File: config.mk
export PLATFORM = sky130hd
export DESIGN_NAME = srw_supervisor
export DESIGN_NICKNAME = d
export VERILOG_FILES = /design/src/hdl/srw_dummy_placeholder_removed.sv /design/src/pkg/srw_pkg.sv /design/src/hdl/srw_sync.sv /design/src/hdl/srw_supervisor.sv
export VERILOG_INCLUDE_DIRS = /design/src /design/src/pkg
export SDC_FILE = /design/constraint.sdc
export NUM_CORES = 1
export LEC_CHECK = 0
export ABC_CLOCK_PERIOD_IN_PS = 3300
export BUFFER_PORTS_ARGS = -buffer_cell sky130_fd_sc_hd__buf_2
export CORE_MARGIN = 1.5
export CORE_UTILIZATION = 54
export DETAILED_ROUTE_END_ITERATION = 6
export PLACE_DENSITY_LB_ADDON = 0.08
export SLEW_MARGIN = 20
export SYNTH_ARGS = -nofsm -noshare
export SYNTH_HDL_FRONTEND = slang
export SYNTH_SLANG_ARGS = --single-unit
export TNS_END_PERCENT = 50
File: constraint.sdc
create_clock -name clk -period 3.3 [get_ports clk]
set_input_delay 0.66 -clock clk [delete_from_list [all_inputs] [get_ports clk]]
set_output_delay 0.66 -clock clk [all_outputs]
set_load 0.01 [all_outputs]
File: src/pkg/srw_cfg.svh
`ifndef SRW_CFG_SVH
`define SRW_CFG_SVH

// ==========================================================================
// clock and timing
`define SRW_CLK_HZ          50000000
// power-up / manual reset stretch, selectable by the two reset-time bits
`define SRW_TRST0_US        50000
`define SRW_TRST1_US        200000
`define SRW_TRST2_US        400000
`define SRW_TRST3_US        800000
`define SRW_US_TO_CYC(us)   ((us) * (`SRW_CLK_HZ / 1000000))

// ==========================================================================
// register byte offsets
`define SRW_OFS_CTRL        8'h00
`define SRW_OFS_STATUS      8'h04
`define SRW_OFS_IRQ_STAT    8'h08
`define SRW_OFS_IRQ_MASK    8'h0c

// ==========================================================================
// control register fields
`define SRW_CTRL_SEL_LO     0
`define SRW_CTRL_SEL_HI     1
`define SRW_CTRL_LOCK_LO    2
`define SRW_CTRL_LOCK_HI    3
`define SRW_CTRL_RST        4'h0

// status register fields
`define SRW_ST_MAIN_RST     0
`define SRW_ST_AUX2_FAIL    1
`define SRW_ST_AUX3_FAIL    2
`define SRW_ST_WP           3
`define SRW_ST_MANUAL       4

// interrupt event bits
`define SRW_EV_RST_ON       0
`define SRW_EV_RST_OFF      1
`define SRW_EV_AUX2_LOW     2
`define SRW_EV_AUX3_LOW     3
`define SRW_EV_WR_REFUSED   4
`define SRW_EV_RST          5'h00

`endif

File: src/hdl/srw_dummy_placeholder_removed.sv
`timescale 1ns/1ps
// ==========================================================================
// intentionally empty unit kept out of compile

File: src/pkg/srw_pkg.sv
package srw_pkg;

    // reset sequencer states
    typedef enum logic [1:0] {
        SRW_HOLD,
        SRW_STRETCH,
        SRW_RUN
    } srw_state_e;

    typedef logic [31:0] srw_count_t;
    typedef logic [1:0]  srw_sel_t;
    typedef logic [4:0]  srw_event_t;

endpackage : srw_pkg

File: src/hdl/srw_sync.sv
`timescale 1ns/1ps

// ==========================================================================
// two-flop synchroniser, one per bit
module srw_sync #(
    parameter int WIDTH = 1
) (
    input  wire logic             clk,
    input  wire logic             sys_rst,
    input  wire logic [WIDTH-1:0] asyncIn,
    output logic      [WIDTH-1:0] syncOut
);

    logic [WIDTH-1:0] meta_q;

    // resets to zero, so each bit reads low only until two clocks after reset; a floating input is then passed through
    genvar gi;
    generate
        for (gi = 0; gi < WIDTH; gi++) begin : g_bit
            always_ff @(posedge clk) begin
                if (sys_rst) begin
                    meta_q[gi]  <= 1'b0;
                    syncOut[gi] <= 1'b0;
                end else begin
                    meta_q[gi]  <= asyncIn[gi];
                    syncOut[gi] <= meta_q[gi];
                end
            end
        end
    endgenerate

endmodule : srw_sync

File: src/hdl/srw_supervisor.sv
// Added by the designer: the register addresses and the Wishbone slave port.
`timescale 1ns/1ps
`include "srw_cfg.svh"

// Behaviour
// - aux2 fail output high while aux2 input above its trip, else low.
// - aux2 fail output has no power-up stretch; follows its comparator.
// - aux3 fail output high while aux3 input above its trip, else low.
// - aux3 fail output has no delay; changes with its comparator.
// - main reset output high whenever main supply is below its trip.
// - main reset high at power-up for the selected reset duration.
// - reset duration chosen by the two reset-time bits of control register.
// - manual reset input high starts a reset cycle.
// - main reset stays high for selected duration after manual reset falls.
// - nonvolatile writes refused while write-protect is high.
// - all writes refused when write-protect high and lock bits nonzero.
// - write-protect input left idle reads low, protection off; the synchroniser only forces it low during reset and for two clocks after.
module srw_supervisor
    import srw_pkg::*;
#(
    parameter int unsigned RST_CYC0 = `SRW_US_TO_CYC(`SRW_TRST0_US),
    parameter int unsigned RST_CYC1 = `SRW_US_TO_CYC(`SRW_TRST1_US),
    parameter int unsigned RST_CYC2 = `SRW_US_TO_CYC(`SRW_TRST2_US),
    parameter int unsigned RST_CYC3 = `SRW_US_TO_CYC(`SRW_TRST3_US)
) (
    input  wire logic        clk,
    input  wire logic        sys_rst,
    // wishbone classic slave
    input  wire logic        wb_cyc_i,
    input  wire logic        wb_stb_i,
    input  wire logic        wb_we_i,
    input  wire logic [7:0]  wb_adr_i,
    input  wire logic [3:0]  wb_sel_i,
    input  wire logic [31:0] wb_dat_i,
    output logic      [31:0] wb_dat_o,
    output logic             wb_ack_o,
    // comparator results and pins
    input  wire logic        mainSupplyLow,
    input  wire logic        aux2_monitor_input,
    input  wire logic        aux3_monitor_input,
    input  wire logic        manual_reset_input,
    input  wire logic        writeProtectIn,
    // write requests from the serial front end
    input  wire logic        nvWriteReq,
    input  wire logic        volWriteReq,
    output logic             nvWriteGo,
    output logic             volWriteGo,
    // outputs
    output logic             mainResetOut,
    output logic             aux2_fail_output,
    output logic             aux3_fail_output,
    output logic             irqOut
);

    // ======================================================================
    // input synchronisation
    logic [4:0] syncBits;
    logic       supplyLowS;
    logic       aux2S;
    logic       aux3S;
    logic       manualS;
    logic       wpS;

    // all asynchronous levels pass two flops before use
    srw_sync #(.WIDTH(5)) u_sync (
        .clk     (clk),
        .sys_rst (sys_rst),
        .asyncIn ({writeProtectIn, manual_reset_input, aux3_monitor_input,
                   aux2_monitor_input, mainSupplyLow}),
        .syncOut (syncBits)
    );

    assign supplyLowS = syncBits[0];
    assign aux2S      = syncBits[1];
    assign aux3S      = syncBits[2];
    assign manualS    = syncBits[3];
    assign wpS        = syncBits[4];

    // ======================================================================
    // register state
    logic [3:0]  ctrl_q;
    srw_event_t  irqStat_q;
    srw_event_t  irqStat_d;
    srw_event_t  irqMask_q;
    srw_event_t  evSet;
    logic        ack_q;
    logic [31:0] rdat_q;
    logic        busReq;
    logic        busWr;
    srw_sel_t    selNow;
    logic [1:0]  lockBits;

    assign busReq   = wb_cyc_i && wb_stb_i && !ack_q;
    assign busWr    = wb_cyc_i && wb_stb_i && ack_q && wb_we_i && wb_sel_i[0]; // acked edge
    assign selNow   = srw_sel_t'({ctrl_q[`SRW_CTRL_SEL_HI], ctrl_q[`SRW_CTRL_SEL_LO]});
    assign lockBits = {ctrl_q[`SRW_CTRL_LOCK_HI], ctrl_q[`SRW_CTRL_LOCK_LO]};

    // ======================================================================
    // reset sequencer
    srw_state_e  state_q;
    srw_state_e  state_d;
    srw_count_t  cnt_q;
    srw_count_t  cnt_d;
    srw_count_t  durCyc;
    srw_sel_t    selLatch_q;
    logic        cause;
    logic        mainRst_q;

    // either supply low or manual reset holds the sequencer
    assign cause = supplyLowS || manualS;

    // duration picked from the reset-time bits
    always_comb begin
        case (selNow)
            2'h0:    durCyc = srw_count_t'(RST_CYC0);
            2'h1:    durCyc = srw_count_t'(RST_CYC1);
            2'h2:    durCyc = srw_count_t'(RST_CYC2);
            default: durCyc = srw_count_t'(RST_CYC3);
        endcase
    end

    // next state; a cause during the stretch drops back to hold
    always_comb begin
        state_d = state_q;
        cnt_d   = cnt_q;
        case (state_q)
            SRW_HOLD: begin
                if (!cause) begin
                    state_d = SRW_STRETCH;
                    cnt_d   = durCyc - 32'h0000_0001;
                end
            end
            SRW_STRETCH: begin
                if (cause) begin
                    state_d = SRW_HOLD;
                end else if (cnt_q == 32'h0000_0000) begin
                    state_d = SRW_RUN;
                end else begin
                    cnt_d = cnt_q - 32'h0000_0001;
                end
            end
            default: begin
                if (cause) begin
                    state_d = SRW_HOLD;
                end
            end
        endcase
    end

    // power-up enters the stretch with the default selection; reset out comes
    // from the next state (no extra lag), selection held so a rewrite is harmless
    always_ff @(posedge clk) begin
        if (sys_rst) begin
            state_q    <= SRW_STRETCH;
            cnt_q      <= srw_count_t'(RST_CYC0) - 32'h0000_0001;
            selLatch_q <= 2'h0;
            mainRst_q  <= 1'b1;
        end else begin
            state_q   <= state_d;
            cnt_q     <= cnt_d;
            mainRst_q <= (state_d != SRW_RUN);
            if (state_q == SRW_HOLD && !cause) begin
                selLatch_q <= selNow;
            end
        end
    end

    // ======================================================================
    // auxiliary fail outputs: straight copies, no stretch
    logic aux2_q;
    logic aux3_q;

    always_ff @(posedge clk) begin
        if (sys_rst) begin
            aux2_q <= 1'b0;
            aux3_q <= 1'b0;
        end else begin
            aux2_q <= aux2S;
            aux3_q <= aux3S;
        end
    end

    // ======================================================================
    // write gate
    logic nvGo_q;
    logic volGo_q;
    logic nvBlock;
    logic volBlock;

    assign nvBlock  = wpS;
    assign volBlock = wpS && (lockBits != 2'h0);

    // one-cycle grant pulses; a blocked request is dropped, not queued
    always_ff @(posedge clk) begin
        if (sys_rst) begin
            nvGo_q  <= 1'b0;
            volGo_q <= 1'b0;
        end else begin
            nvGo_q  <= nvWriteReq && !nvBlock && !volBlock;
            volGo_q <= volWriteReq && !volBlock;
        end
    end

    // ======================================================================
    // events and interrupt
    logic prevRst_q;
    logic prevAux2_q;
    logic prevAux3_q;
    logic irq_q;

    always_ff @(posedge clk) begin
        if (sys_rst) begin
            prevRst_q  <= 1'b1;
            prevAux2_q <= 1'b0;
            prevAux3_q <= 1'b0;
        end else begin
            prevRst_q  <= mainRst_q;
            prevAux2_q <= aux2_q;
            prevAux3_q <= aux3_q;
        end
    end

    always_comb begin
        evSet = `SRW_EV_RST;
        evSet[`SRW_EV_RST_ON]     = mainRst_q && !prevRst_q;
        evSet[`SRW_EV_RST_OFF]    = !mainRst_q && prevRst_q;
        evSet[`SRW_EV_AUX2_LOW]   = !aux2_q && prevAux2_q;
        evSet[`SRW_EV_AUX3_LOW]   = !aux3_q && prevAux3_q;
        evSet[`SRW_EV_WR_REFUSED] = (nvWriteReq && (nvBlock || volBlock))
                                    || (volWriteReq && volBlock);
    end

    // write-one-to-clear; a new event beats a clear in the same cycle
    always_comb begin
        irqStat_d = irqStat_q;
        if (busWr && wb_adr_i == `SRW_OFS_IRQ_STAT) begin
            irqStat_d = irqStat_q & ~wb_dat_i[4:0];
        end
        irqStat_d = irqStat_d | evSet;
    end

    always_ff @(posedge clk) begin
        if (sys_rst) begin
            irqStat_q <= `SRW_EV_RST;
            irq_q     <= 1'b0;
        end else begin
            irqStat_q <= irqStat_d;
            irq_q     <= |(irqStat_d & irqMask_q);
        end
    end

    // ======================================================================
    // wishbone slave: ack one cycle after request, unmapped reads zero
    always_ff @(posedge clk) begin
        if (sys_rst) begin
            ctrl_q    <= `SRW_CTRL_RST;
            irqMask_q <= `SRW_EV_RST;
        end else if (busWr) begin
            if (wb_adr_i == `SRW_OFS_CTRL) begin
                ctrl_q <= wb_dat_i[3:0];
            end else if (wb_adr_i == `SRW_OFS_IRQ_MASK) begin
                irqMask_q <= wb_dat_i[4:0];
            end
        end
    end

    always_ff @(posedge clk) begin
        if (sys_rst) begin
            ack_q  <= 1'b0;
            rdat_q <= 32'h0000_0000;
        end else begin
            ack_q  <= busReq;
            rdat_q <= 32'h0000_0000;
            if (busReq && !wb_we_i) begin
                if (wb_adr_i == `SRW_OFS_CTRL) begin
                    rdat_q <= {28'h000_0000, ctrl_q};
                end else if (wb_adr_i == `SRW_OFS_STATUS) begin
                    rdat_q <= {27'h000_0000, manualS, wpS, aux3_q, aux2_q, mainRst_q};
                end else if (wb_adr_i == `SRW_OFS_IRQ_STAT) begin
                    rdat_q <= {27'h000_0000, irqStat_q};
                end else if (wb_adr_i == `SRW_OFS_IRQ_MASK) begin
                    rdat_q <= {27'h000_0000, irqMask_q};
                end
            end
        end
    end

    assign wb_ack_o         = ack_q;
    assign wb_dat_o         = rdat_q;
    assign mainResetOut     = mainRst_q;
    assign aux2_fail_output = aux2_q;
    assign aux3_fail_output = aux3_q;
    assign nvWriteGo        = nvGo_q;
    assign volWriteGo       = volGo_q;
    assign irqOut           = irq_q;

    // ======================================================================
    // checks
    srw_count_t stretchLen_q;
    srw_count_t expLen;
    // cycles spent in the stretch, for the duration check
    always_ff @(posedge clk) begin
        if (sys_rst || state_q == SRW_HOLD) begin
            stretchLen_q <= 32'h0000_0000;
        end else if (state_q == SRW_STRETCH) begin
            stretchLen_q <= stretchLen_q + 32'h0000_0001;
        end
    end
    always_comb begin
        case (selLatch_q)
            2'h0:    expLen = srw_count_t'(RST_CYC0);
            2'h1:    expLen = srw_count_t'(RST_CYC1);
            2'h2:    expLen = srw_count_t'(RST_CYC2);
            default: expLen = srw_count_t'(RST_CYC3);
        endcase
    end
endmodule : srw_supervisor

# Yosys cells after proc, flatten, opt, wreduce, memory -nomap -nowiden
# Cells that the tools add are included.
# W data, S select, Z words.
word_totals:
  register_bits: 100
  inputBits: 56
  word_cells: 102
  out_inout_bits: 39
op_classes:
  n_eq_ne: 10
  n_mux: 15
  reduce_logical: 41
  n_addsub: 2
  n_bitwise: 6
ops:
  columns: ["operator", "count"]
  rows:
  - ["$mux W32", 3]
  - ["$pmux W26 S3", 1]
  - ["$pmux W32 S2", 1]
  - ["$sub A32 B1 Y32 const B", 2]
  - ["$logic_not A32 Y1", 1]
  - ["$mux W5", 4]
  - ["$logic_and A1 B1 Y1", 17]
  - ["$eq A8 B4 Y1 const B", 2]
  - ["$and A5 B5 Y5", 2]
  - ["$reduce_or A5 Y1", 2]
  - ["$eq A8 B3 Y1 const B", 1]
  - ["$logic_not A1 Y1", 8]
  - ["$logic_not A8 Y1", 1]
  - ["$mux W2", 4]
  - ["$ne A2 B2 Y1 const B", 4]
  - ["$not A5 Y5", 1]
  - ["$or A5 B5 Y5", 1]
  - ["$eq A2 B1 Y1 const B", 2]
  - ["$logic_not A2 Y1", 2]
  - ["$mux W4", 1]
  - ["$pmux W2 S2", 1]
  - ["$reduce_and A4 Y1", 1]
  - ["$reduce_bool A2 Y1", 2]
  - ["$logic_or A1 B1 Y1", 3]
  - ["6 further kinds", 7]

# Logic depth before layout (Yosys ltp)
# Gate-level depths: netlist of the first run.
depth:
  ltp_word: 9
  depth_mapped: 12
  depth_no_buf: 8

# Modules after synthesis
# From an unflattened synthesis of the first run, not the netlist that was laid out.
hier_totals:
  cells_unflattened: 488
  area_unflattened_um2: 4135.2
modules_own_cells:
  columns: ["mod", "cells_each", "n_inst", "seq_area_each_um2", "area_per_inst_um2"]
  rows:
  - ["srw_supervisor", 468, 1, 1261.2, 3872.5]
  - ["srw_sync", 20, 1, 200.2, 262.8]

# Worst setup path after synthesis of the first run
# OpenSTA, ideal clock, no wires.
synth_timing:
  path_type: "register to register"
  startpoint: "register state_q[1]"
  endpoint: "register cnt_q[30]"
  path_stages_with_launch: 12
  path_buffers: 3
  arrival_ns: 2.830
  slack_ns: 0.395
  synth_period_minus_slack_ns: 2.905
  setup_ns: 0.074
  required_ns: 3.226
  cell_sequence: "dfxtp_1 -> nor2b_1 -> clkbuf_4 -> clkbuf_1 -> clkbuf_1 -> nand2_1 -> ha_1 -> o21ai_1 -> nor3_1 -> nand4_2 -> or4_1 -> a31oi_1"
synth_via:
  elab_chain_len: 3
  elab_cells_between_ends: 8
  classes_between: "eq/ne (4); mux (1); reduce/logical (3)"
synth_rtl:
  columns: ["element", "line_no", "source"]
  rows:
  - ["start, declared", "srw_supervisor.sv:100", "srw_state_e state_q;"]
  - ["start signal, assigned", "srw_supervisor.sv:159", "state_q <= state_d;"]
  - ["$eq A2 B1 Y1 / $logic_not A2 Y1 (equally long branches)", "srw_supervisor.sv:126", "case (state_q)"]
  - ["$ne A2 B2 Y1 (no source line) / $reduce_bool A2 Y1 (equally long branches)", null, null]
  - ["$reduce_and A4 Y1 (no source line)", null, null]
  - ["end signal, assigned", "srw_supervisor.sv:155", "cnt_q <= srw_count_t'(RST_CYC0) - 32'h0000_0001;"]
  - ["end signal, assigned", "srw_supervisor.sv:160", "cnt_q <= cnt_d;"]
  - ["end, declared", "srw_supervisor.sv:102", "srw_count_t cnt_q;"]
# Several ways; a longest one is shown, not always the timed one.
# A chain may end at the register's enable or synchronous reset.

# Worst setup path after layout of the first run
layout_timing:
  startpoint: "register ctrl_q[1]"
  endpoint: "register cnt_q[14]"
layout_via:
  elab_chain_len: 5
  elab_cells_between_ends: 7
  classes_between: "add/sub (1); eq/ne (2); mux (3); reduce/logical (1)"
layout_rtl:
  columns: ["element", "line_no", "source"]
  rows:
  - ["start, declared", "srw_supervisor.sv:81", "logic [3:0] ctrl_q;"]
  - ["start signal, assigned", "srw_supervisor.sv:256", "ctrl_q <= `SRW_CTRL_RST;"]
  - ["start signal, assigned", "srw_supervisor.sv:260", "ctrl_q <= wb_dat_i[3:0];"]
  - ["$eq A2 B2 Y1 (tied with other cells)", "srw_supervisor.sv:114", "case (selNow)"]
  - ["$pmux W26 S3 (*)", "srw_supervisor.sv:114", null]
  - ["$sub A32 B1 Y32 (*)", "srw_supervisor.sv:130", "cnt_d = durCyc - 32'h0000_0001;"]
  - ["$mux W32 (*)", "srw_supervisor.sv:128", "if (!cause) begin"]
  - ["$pmux W32 S2 (*)", "srw_supervisor.sv:126", null]
# Every way passes the cells marked *; elsewhere a longest branch is shown, timed or not. The select of a mux whose other input is x is not followed.

==> results.sh, run 1 <==
export IMPL_status="finished, final reports clean"
export IMPL_slew_viol_final=0
export IMPL_die_area_mm2=0.00776
export IMPL_finalSetupViolCount=0
export IMPL_ys_flop_type="dfxtp_1"
export IMPL_leakagePower_nw=1.66
export IMPL_syn_area_per_cell_um2=8.24
export IMPL_ctsResizeCount=0
export IMPL_fin_cells=609
export IMPL_period_share=0.866
export IMPL_start_util=0.566
export IMPL_critical_path_top_delay_family="simple AND/OR/NAND/NOR gates"
export IMPL_diodes=0
export IMPL_mostFrequentLayoutCells="73 x dfxtp_1, 45 x nand2_1, 37 x buf_2"
export IMPL_first_pass_iters=5
export IMPL_final_common_cell="dfxtp_1"
export IMPL_drt_initial_drc_count=180
export IMPL_ys_seq_elements=73
export IMPL_seq_power_share=0.536
export IMPL_ir_worst_vdd_uv=239
export IMPL_cts_sinks=73
export IMPL_fp_dieW_um=88.1
export IMPL_path_buf_inv=1
export IMPL_max_stage_delay_ps=500
export IMPL_cts_setup_buffers=0
export IMPL_async_flop_share=0
export IMPL_synth_cells=474
export IMPL_path_depth=8
export IMPL_via_per_inst=5.79
export IMPL_post_dp_hpwl_um=6400
export IMPL_worstHoldPathCells=1
export IMPL_hold_viol=0
export IMPL_drv_cap=0
export IMPL_yosysWarningCount=0
export IMPL_p_switching_mw=0.472
export IMPL_grt_ovfl_total=0
export IMPL_cts_buffer_depth=2
export IMPL_port_buffers=37
export IMPL_vias=3526
export IMPL_crit_slowest_cell="or4_4"
export IMPL_path_class="register to register"
export IMPL_required_ps=3590
export IMPL_swShare=0.277
export IMPL_ant_nets=0
export IMPL_clkPwrFrac=0.371
export IMPL_drc=0
export IMPL_path_max_fanout=10
export IMPL_end_kind="register"
export IMPL_timing_fmax_ghz=0.350
export IMPL_setup_tns_ps=0
export IMPL_clockRootBuffer="clkbuf_8"
export IMPL_syn2layout_area_growth_pct=8.90
export IMPL_worst_pin_slew_ps=710
export IMPL_p_int_mw=1.23
export IMPL_powerDensity_mw_per_mm2=400
export IMPL_io_pins=95
export IMPL_path_common_cell="or3_1"
export IMPL_hold_class="register to register"
export IMPL_start_kind="register"
export IMPL_grt_max_degree=33
export IMPL_ctsHoldBuffers=0
export IMPL_place_inst=593
export IMPL_rows=30
export IMPL_numCtsBuffers=9
export IMPL_wl_per_cell_um=14.9
export IMPL_rsz0062_at_grt="false"
export IMPL_layout_drive_gt1_share=0.166
export IMPL_clock_latency_ps=360
export IMPL_path_cells="inv_1, ha_1, or3_1, o31a_4, or4_4, o31a_1, or3_1, a21oi_1"
export IMPL_arrival_ps=3140
export IMPL_antenna_found_initial=0
export IMPL_cts_tree="done"
export IMPL_synth_edf_count=0
export IMPL_post_route_min_period_ps=2860
export IMPL_rr_worst_depth=8
export IMPL_yosysSeqAreaShare=0.374
export IMPL_htree_levels=3
export IMPL_grt_pass1_vias=3108
export IMPL_ys_types=59
export IMPL_slew_limit_headroom=0.526
export IMPL_syn_area_mm2=0.00391
export IMPL_grt_usage=0.247
export IMPL_coreArea_mm2=0.00691
export IMPL_comb_power_share=0.093
export IMPL_place_gp_congestion=0.918
export IMPL_clock_skew_ps=10.4
export IMPL_final_fill_count=665
export IMPL_layout_nets=570
export IMPL_routed_wl_um=9060
export IMPL_die_y_um=88.1
export IMPL_clkTransAtPathRegs_ps=80
export IMPL_grt_pass1_wl_um=14800
power by group through the flow:
stage / registers (mW) / logic (mW) / clock network [mW]
4_1_cts: 0.913 / 0.157 / 0.641
3_5_place_dp: 0.933 / 0.157 / 0
5_1_grt: 0.915 / 0.177 / 0.678
3_3_place_gp: 0.933 / 0.154 / 0
2_1_floorplan: 0.931 / 0.135 / 0
6_report: 0.913 / 0.158 / 0.632
flip-flops by register name (all words and copies together) (netlist names), 2 cells and up:
| name | count |
|---|---|
| cnt_q | 32 |
| irqMask_q | 5 |
| irqStat_q | 5 |
| u_sync.meta_q | 5 |
| u_sync.syncOut | 5 |
| wb_dat_o | 5 |
| ctrl_q | 4 |
| state_q | 2 |
path summary, 6_finish.rpt:
| kind | slack [ps] | start | end |
|---|---|---|---|
| setup reg to reg | 440 | ctrl_q[1]$_SDFFE_PP0P_ | cnt_q[14]$_SDFFE_PP0P_ |
| hold / removal | 440 | u_sync.meta_q[1]$_SDFF_PP0_ | u_sync.syncOut[1]$_SDFF_PP0_ |
| setup / recovery | 440 | ctrl_q[1]$_SDFFE_PP0P_ | cnt_q[14]$_SDFFE_PP0P_ |
| hold reg to reg | 440 | u_sync.meta_q[1]$_SDFF_PP0_ | u_sync.syncOut[1]$_SDFF_PP0_ |
through the flow:
stage	power, mW	util	instance area (um^2)	hold WS [ps]	worst slack (ps)
2_1_floorplan	1.07	-	4010	412	395
3_3_place_gp	1.09	0.591	4080	417	527
3_5_place_dp	1.09	0.591	4080	420	496
4_1_cts	1.71	0.616	4260	435	470
5_1_grt	1.77	0.616	4260	451	338
6_report	1.70	0.616	4260	436	444
Yosys cell counts (3+ instances only):
| master | n | area [um^2] |
|---|---|---|
| nand2_1 | 45 | 169 |
| o21a_1 | 3 | 22.5 |
| a211oi_1 | 5 | 37.5 |
| buf_4 | 28 | 210 |
| buf_2 | 6 | 30.0 |
| ha_1 | 6 | 75.1 |
| nand3_1 | 17 | 85.1 |
| o21ai_0 | 23 | 115 |
| or3_1 | 12 | 75.1 |
| dfxtp_1 | 73 | 1460 |
| o22ai_1 | 3 | 18.8 |
| a2bb2oi_1 | 3 | 26.3 |
| nand4_1 | 3 | 18.8 |
| clkbuf_1 | 15 | 56.3 |
| or2_2 | 6 | 37.5 |
| o211ai_1 | 4 | 30.0 |
| and2_1 | 3 | 18.8 |
| a31oi_1 | 13 | 81.3 |
| nand2b_1 | 6 | 37.5 |
| a22oi_1 | 3 | 22.5 |
| a22o_1 | 3 | 26.3 |
| nor3_1 | 19 | 95.1 |
| or4_1 | 9 | 67.6 |
| nor2b_1 | 19 | 119 |
| a21oi_1 | 31 | 155 |
| nor2_1 | 36 | 135 |
| mux2i_1 | 12 | 120 |
| mux4_2 | 4 | 90.1 |
| o31ai_1 | 3 | 22.5 |
| nor4_1 | 10 | 62.6 |
| inv_1 | 12 | 45.0 |
routing by layer:
| layer | track usage | vias to the layer above | wire length (um) |
|---|---|---|---|
| li1 | - | 1729 | - |
| met1 | 0.344 | 1657 | 4270 |
| met2 | 0.378 | 126 | 4020 |
| met3 | 0.0584 | 14 | 634 |
| met4 | 0.0838 | 0 | 136 |
| met5 | 0 | - | 0 |
area by class of cell:
class | count | area, um^2 | share of cell area
flip-flops and latches | 73 | 1460 | 0.343
inverters | 12 | 45.0 | 0.0106
clock buffers | 10 | 128 | 0.0300
clock inverters | 6 | 43.8 | 0.0103
multi-input cells | 361 | 2170 | 0.509
repair buffers | 51 | 290 | 0.0682
well taps | 96 | 120 | 0.0282
logic make-up (layout without fill, tap and decap cells):
group,count (synthesis),after routing,share of synthesized area
and+or+nand+nor,197,197,0.264
AOI/OAI and AO/OA,114,114,0.188
DFF,73,73,0.374
buffers and inverters,66,79,0.0970
muxes,17,17,0.0567
adders and majority gates,6,6,0.0192
other,1,27,0.000960
No activity file was read; power rests on OpenSTA's default activity.
==> run 2, diff against run 1 <==
--- a/config.mk
+++ b/config.mk
@@ -12,6 +12,7 @@
 export CORE_UTILIZATION = 54
 export DETAILED_ROUTE_END_ITERATION = 6
 export PLACE_DENSITY_LB_ADDON = 0.08
+export REMOVE_ABC_BUFFERS = 1
 export SLEW_MARGIN = 20
 export SYNTH_ARGS = -nofsm -noshare
 export SYNTH_HDL_FRONTEND = slang
==> results.sh, run 2 (synthesis gave the netlist of run 1 again) <==
export IMPL_status="finished, final reports clean"
export IMPL_clock_skew_ps=9.02
export IMPL_wl_per_cell_um=15.2
export IMPL_grt_pass1_vias=3050
export IMPL_numCtsBuffers=9
export IMPL_end_kind="register"
export IMPL_finalSetupViolCount=0
export IMPL_clockRootBuffer="clkbuf_8"
export IMPL_slew_limit_headroom=0.495
export IMPL_rsz0062_at_grt="false"
export IMPL_die_area_mm2=0.00776
export IMPL_io_pins=95
export IMPL_critical_path_startpoint="ctrl_q[1]$_SDFFE_PP0P_"
export IMPL_grt_pass1_wl_um=14600
export IMPL_antenna_found_initial=0
export IMPL_ir_worst_vdd_uv=242
export IMPL_htree_levels=3
export IMPL_drv_cap=0
export IMPL_period_share=0.868
export IMPL_rows=30
export IMPL_routed_wl_um=9230
export IMPL_largest_reg_flops=32
export IMPL_cts_tree="done"
export IMPL_start_kind="register"
export IMPL_layout_drive_gt1_share=0.166
export IMPL_post_route_min_period_ps=2860
export IMPL_layout_nets=569
export IMPL_worst_pin_slew_ps=756
export IMPL_fin_cells=608
export IMPL_timing_fmax_ghz=0.349
export IMPL_place_gp_congestion=0.886
export IMPL_postPlaceCellArea_mm2=0.00408
export IMPL_place_inst=592
export IMPL_first_pass_iters=4
export IMPL_preCtsSetupSlack_ps=493
export IMPL_hold_class="register to register"
export IMPL_top_register="cnt_q"
export IMPL_path_common_cell="or3_1"
export IMPL_path_class="register to register"
export IMPL_worstHoldStart="u_sync.meta_q[4]$_SDFF_PP0_"
export IMPL_final_area_mm2=0.00426
export IMPL_cts_setup_buffers=0
export IMPL_ctsResizeCount=0
export IMPL_grt_max_degree=33
export IMPL_setup_tns_ps=0
export IMPL_drt_initial_drc_count=221
export IMPL_clock_latency_ps=360
export IMPL_cts_sinks=73
export IMPL_mostFrequentLayoutCells="73 x dfxtp_1, 45 x nand2_1, 37 x buf_2"
export IMPL_syn2layout_area_growth_pct=9.06
export IMPL_slew_viol_final=0
export IMPL_ant_nets=0
export IMPL_grt_ovfl_total=0
export IMPL_clkTransAtPathRegs_ps=90
export IMPL_crit_slowest_cell="or4_4"
export IMPL_leakagePower_nw=1.67
export IMPL_hold_viol=0
export IMPL_via_per_inst=5.78
export IMPL_final_common_cell="dfxtp_1"
export IMPL_drc=0
export IMPL_grt_usage=0.245
export IMPL_post_dp_hpwl_um=6310
export IMPL_ctsHoldBuffers=0
export IMPL_fin_ws_ps=436
export IMPL_max_stage_delay_ps=510
export IMPL_fin_util=0.617
export IMPL_diodes=0
export IMPL_required_ps=3590
export IMPL_path_cells="inv_1, ha_1, or3_1, o31a_4, or4_4, o31a_1, or3_1, a21oi_1"
export IMPL_powerDensity_mw_per_mm2=411
export IMPL_cts_buffer_depth=2
export IMPL_die_y_um=88.1
export IMPL_start_util=0.566
export IMPL_vias=3512
export IMPL_coreArea_mm2=0.00691
export IMPL_fp_dieW_um=88.1
export IMPL_rr_startpoint="ctrl_q[1]$_SDFFE_PP0P_"
export IMPL_arrival_ps=3150
export IMPL_port_buffers=37
export IMPL_path_max_fanout=10
run 2: layer usage:
layer,vias to the layer above,GRT usage,part of all wire
met4,0,0.0994,0.019
met3,17,0.0537,0.060
met1,1657,0.352,0.48
met5,-,0,0
met2,115,0.355,0.44
li1,1723,-,-
run 2: cell type report:
class                   instances  area (um^2)
fillers                       630         2650
multi-input cells             361         2170
flip-flops and latches         73         1460
repair buffers                 50          283
clock buffers                   9          124
well taps                      96          120
clock inverters                 7         61.3
inverters                      12         45.0
run 2: final timing paths:
path / to / slack, ps / cells after the start
setup / recovery: cnt_q[14]$_SDFFE_PP0P_ / 440 / 8
hold reg to reg: u_sync.syncOut[4]$_SDFF_PP0_ / 440 / 1
hold / removal: u_sync.syncOut[4]$_SDFF_PP0_ / 440 / 1
setup reg to reg: cnt_q[14]$_SDFFE_PP0P_ / 440 / 8
run 2: through the flow:
| stage | hold WS, ps | total power, mW |
|---|---|---|
| floorplan | 412 | 1.02 |
| global placement | 416 | 1.09 |
| detailed placement | 424 | 1.09 |
| CTS | 444 | 1.76 |
| global route | 459 | 1.82 |
| finish | 444 | 1.75 |
run 2: worst max-delay path: cells and delay by family (launching register included):
kind / cells / cell delay (ps)
and+or+nand+nor: 3 / 1250
AOI/OAI and AO/OA: 3 / 730
adders and majority gates: 1 / 310
buffers and inverters: 1 / 90
DFF: 1 / 430
run 2: power by group:
part / leakage (nW) / switching, mW / internal [mW]
Clock: 0.0888 / 0.394 / 0.287
Sequential: 0.593 / 0.0142 / 0.899
Combinational: 0.991 / 0.0995 / 0.0564
Total: 1.67 / 0.508 / 1.24
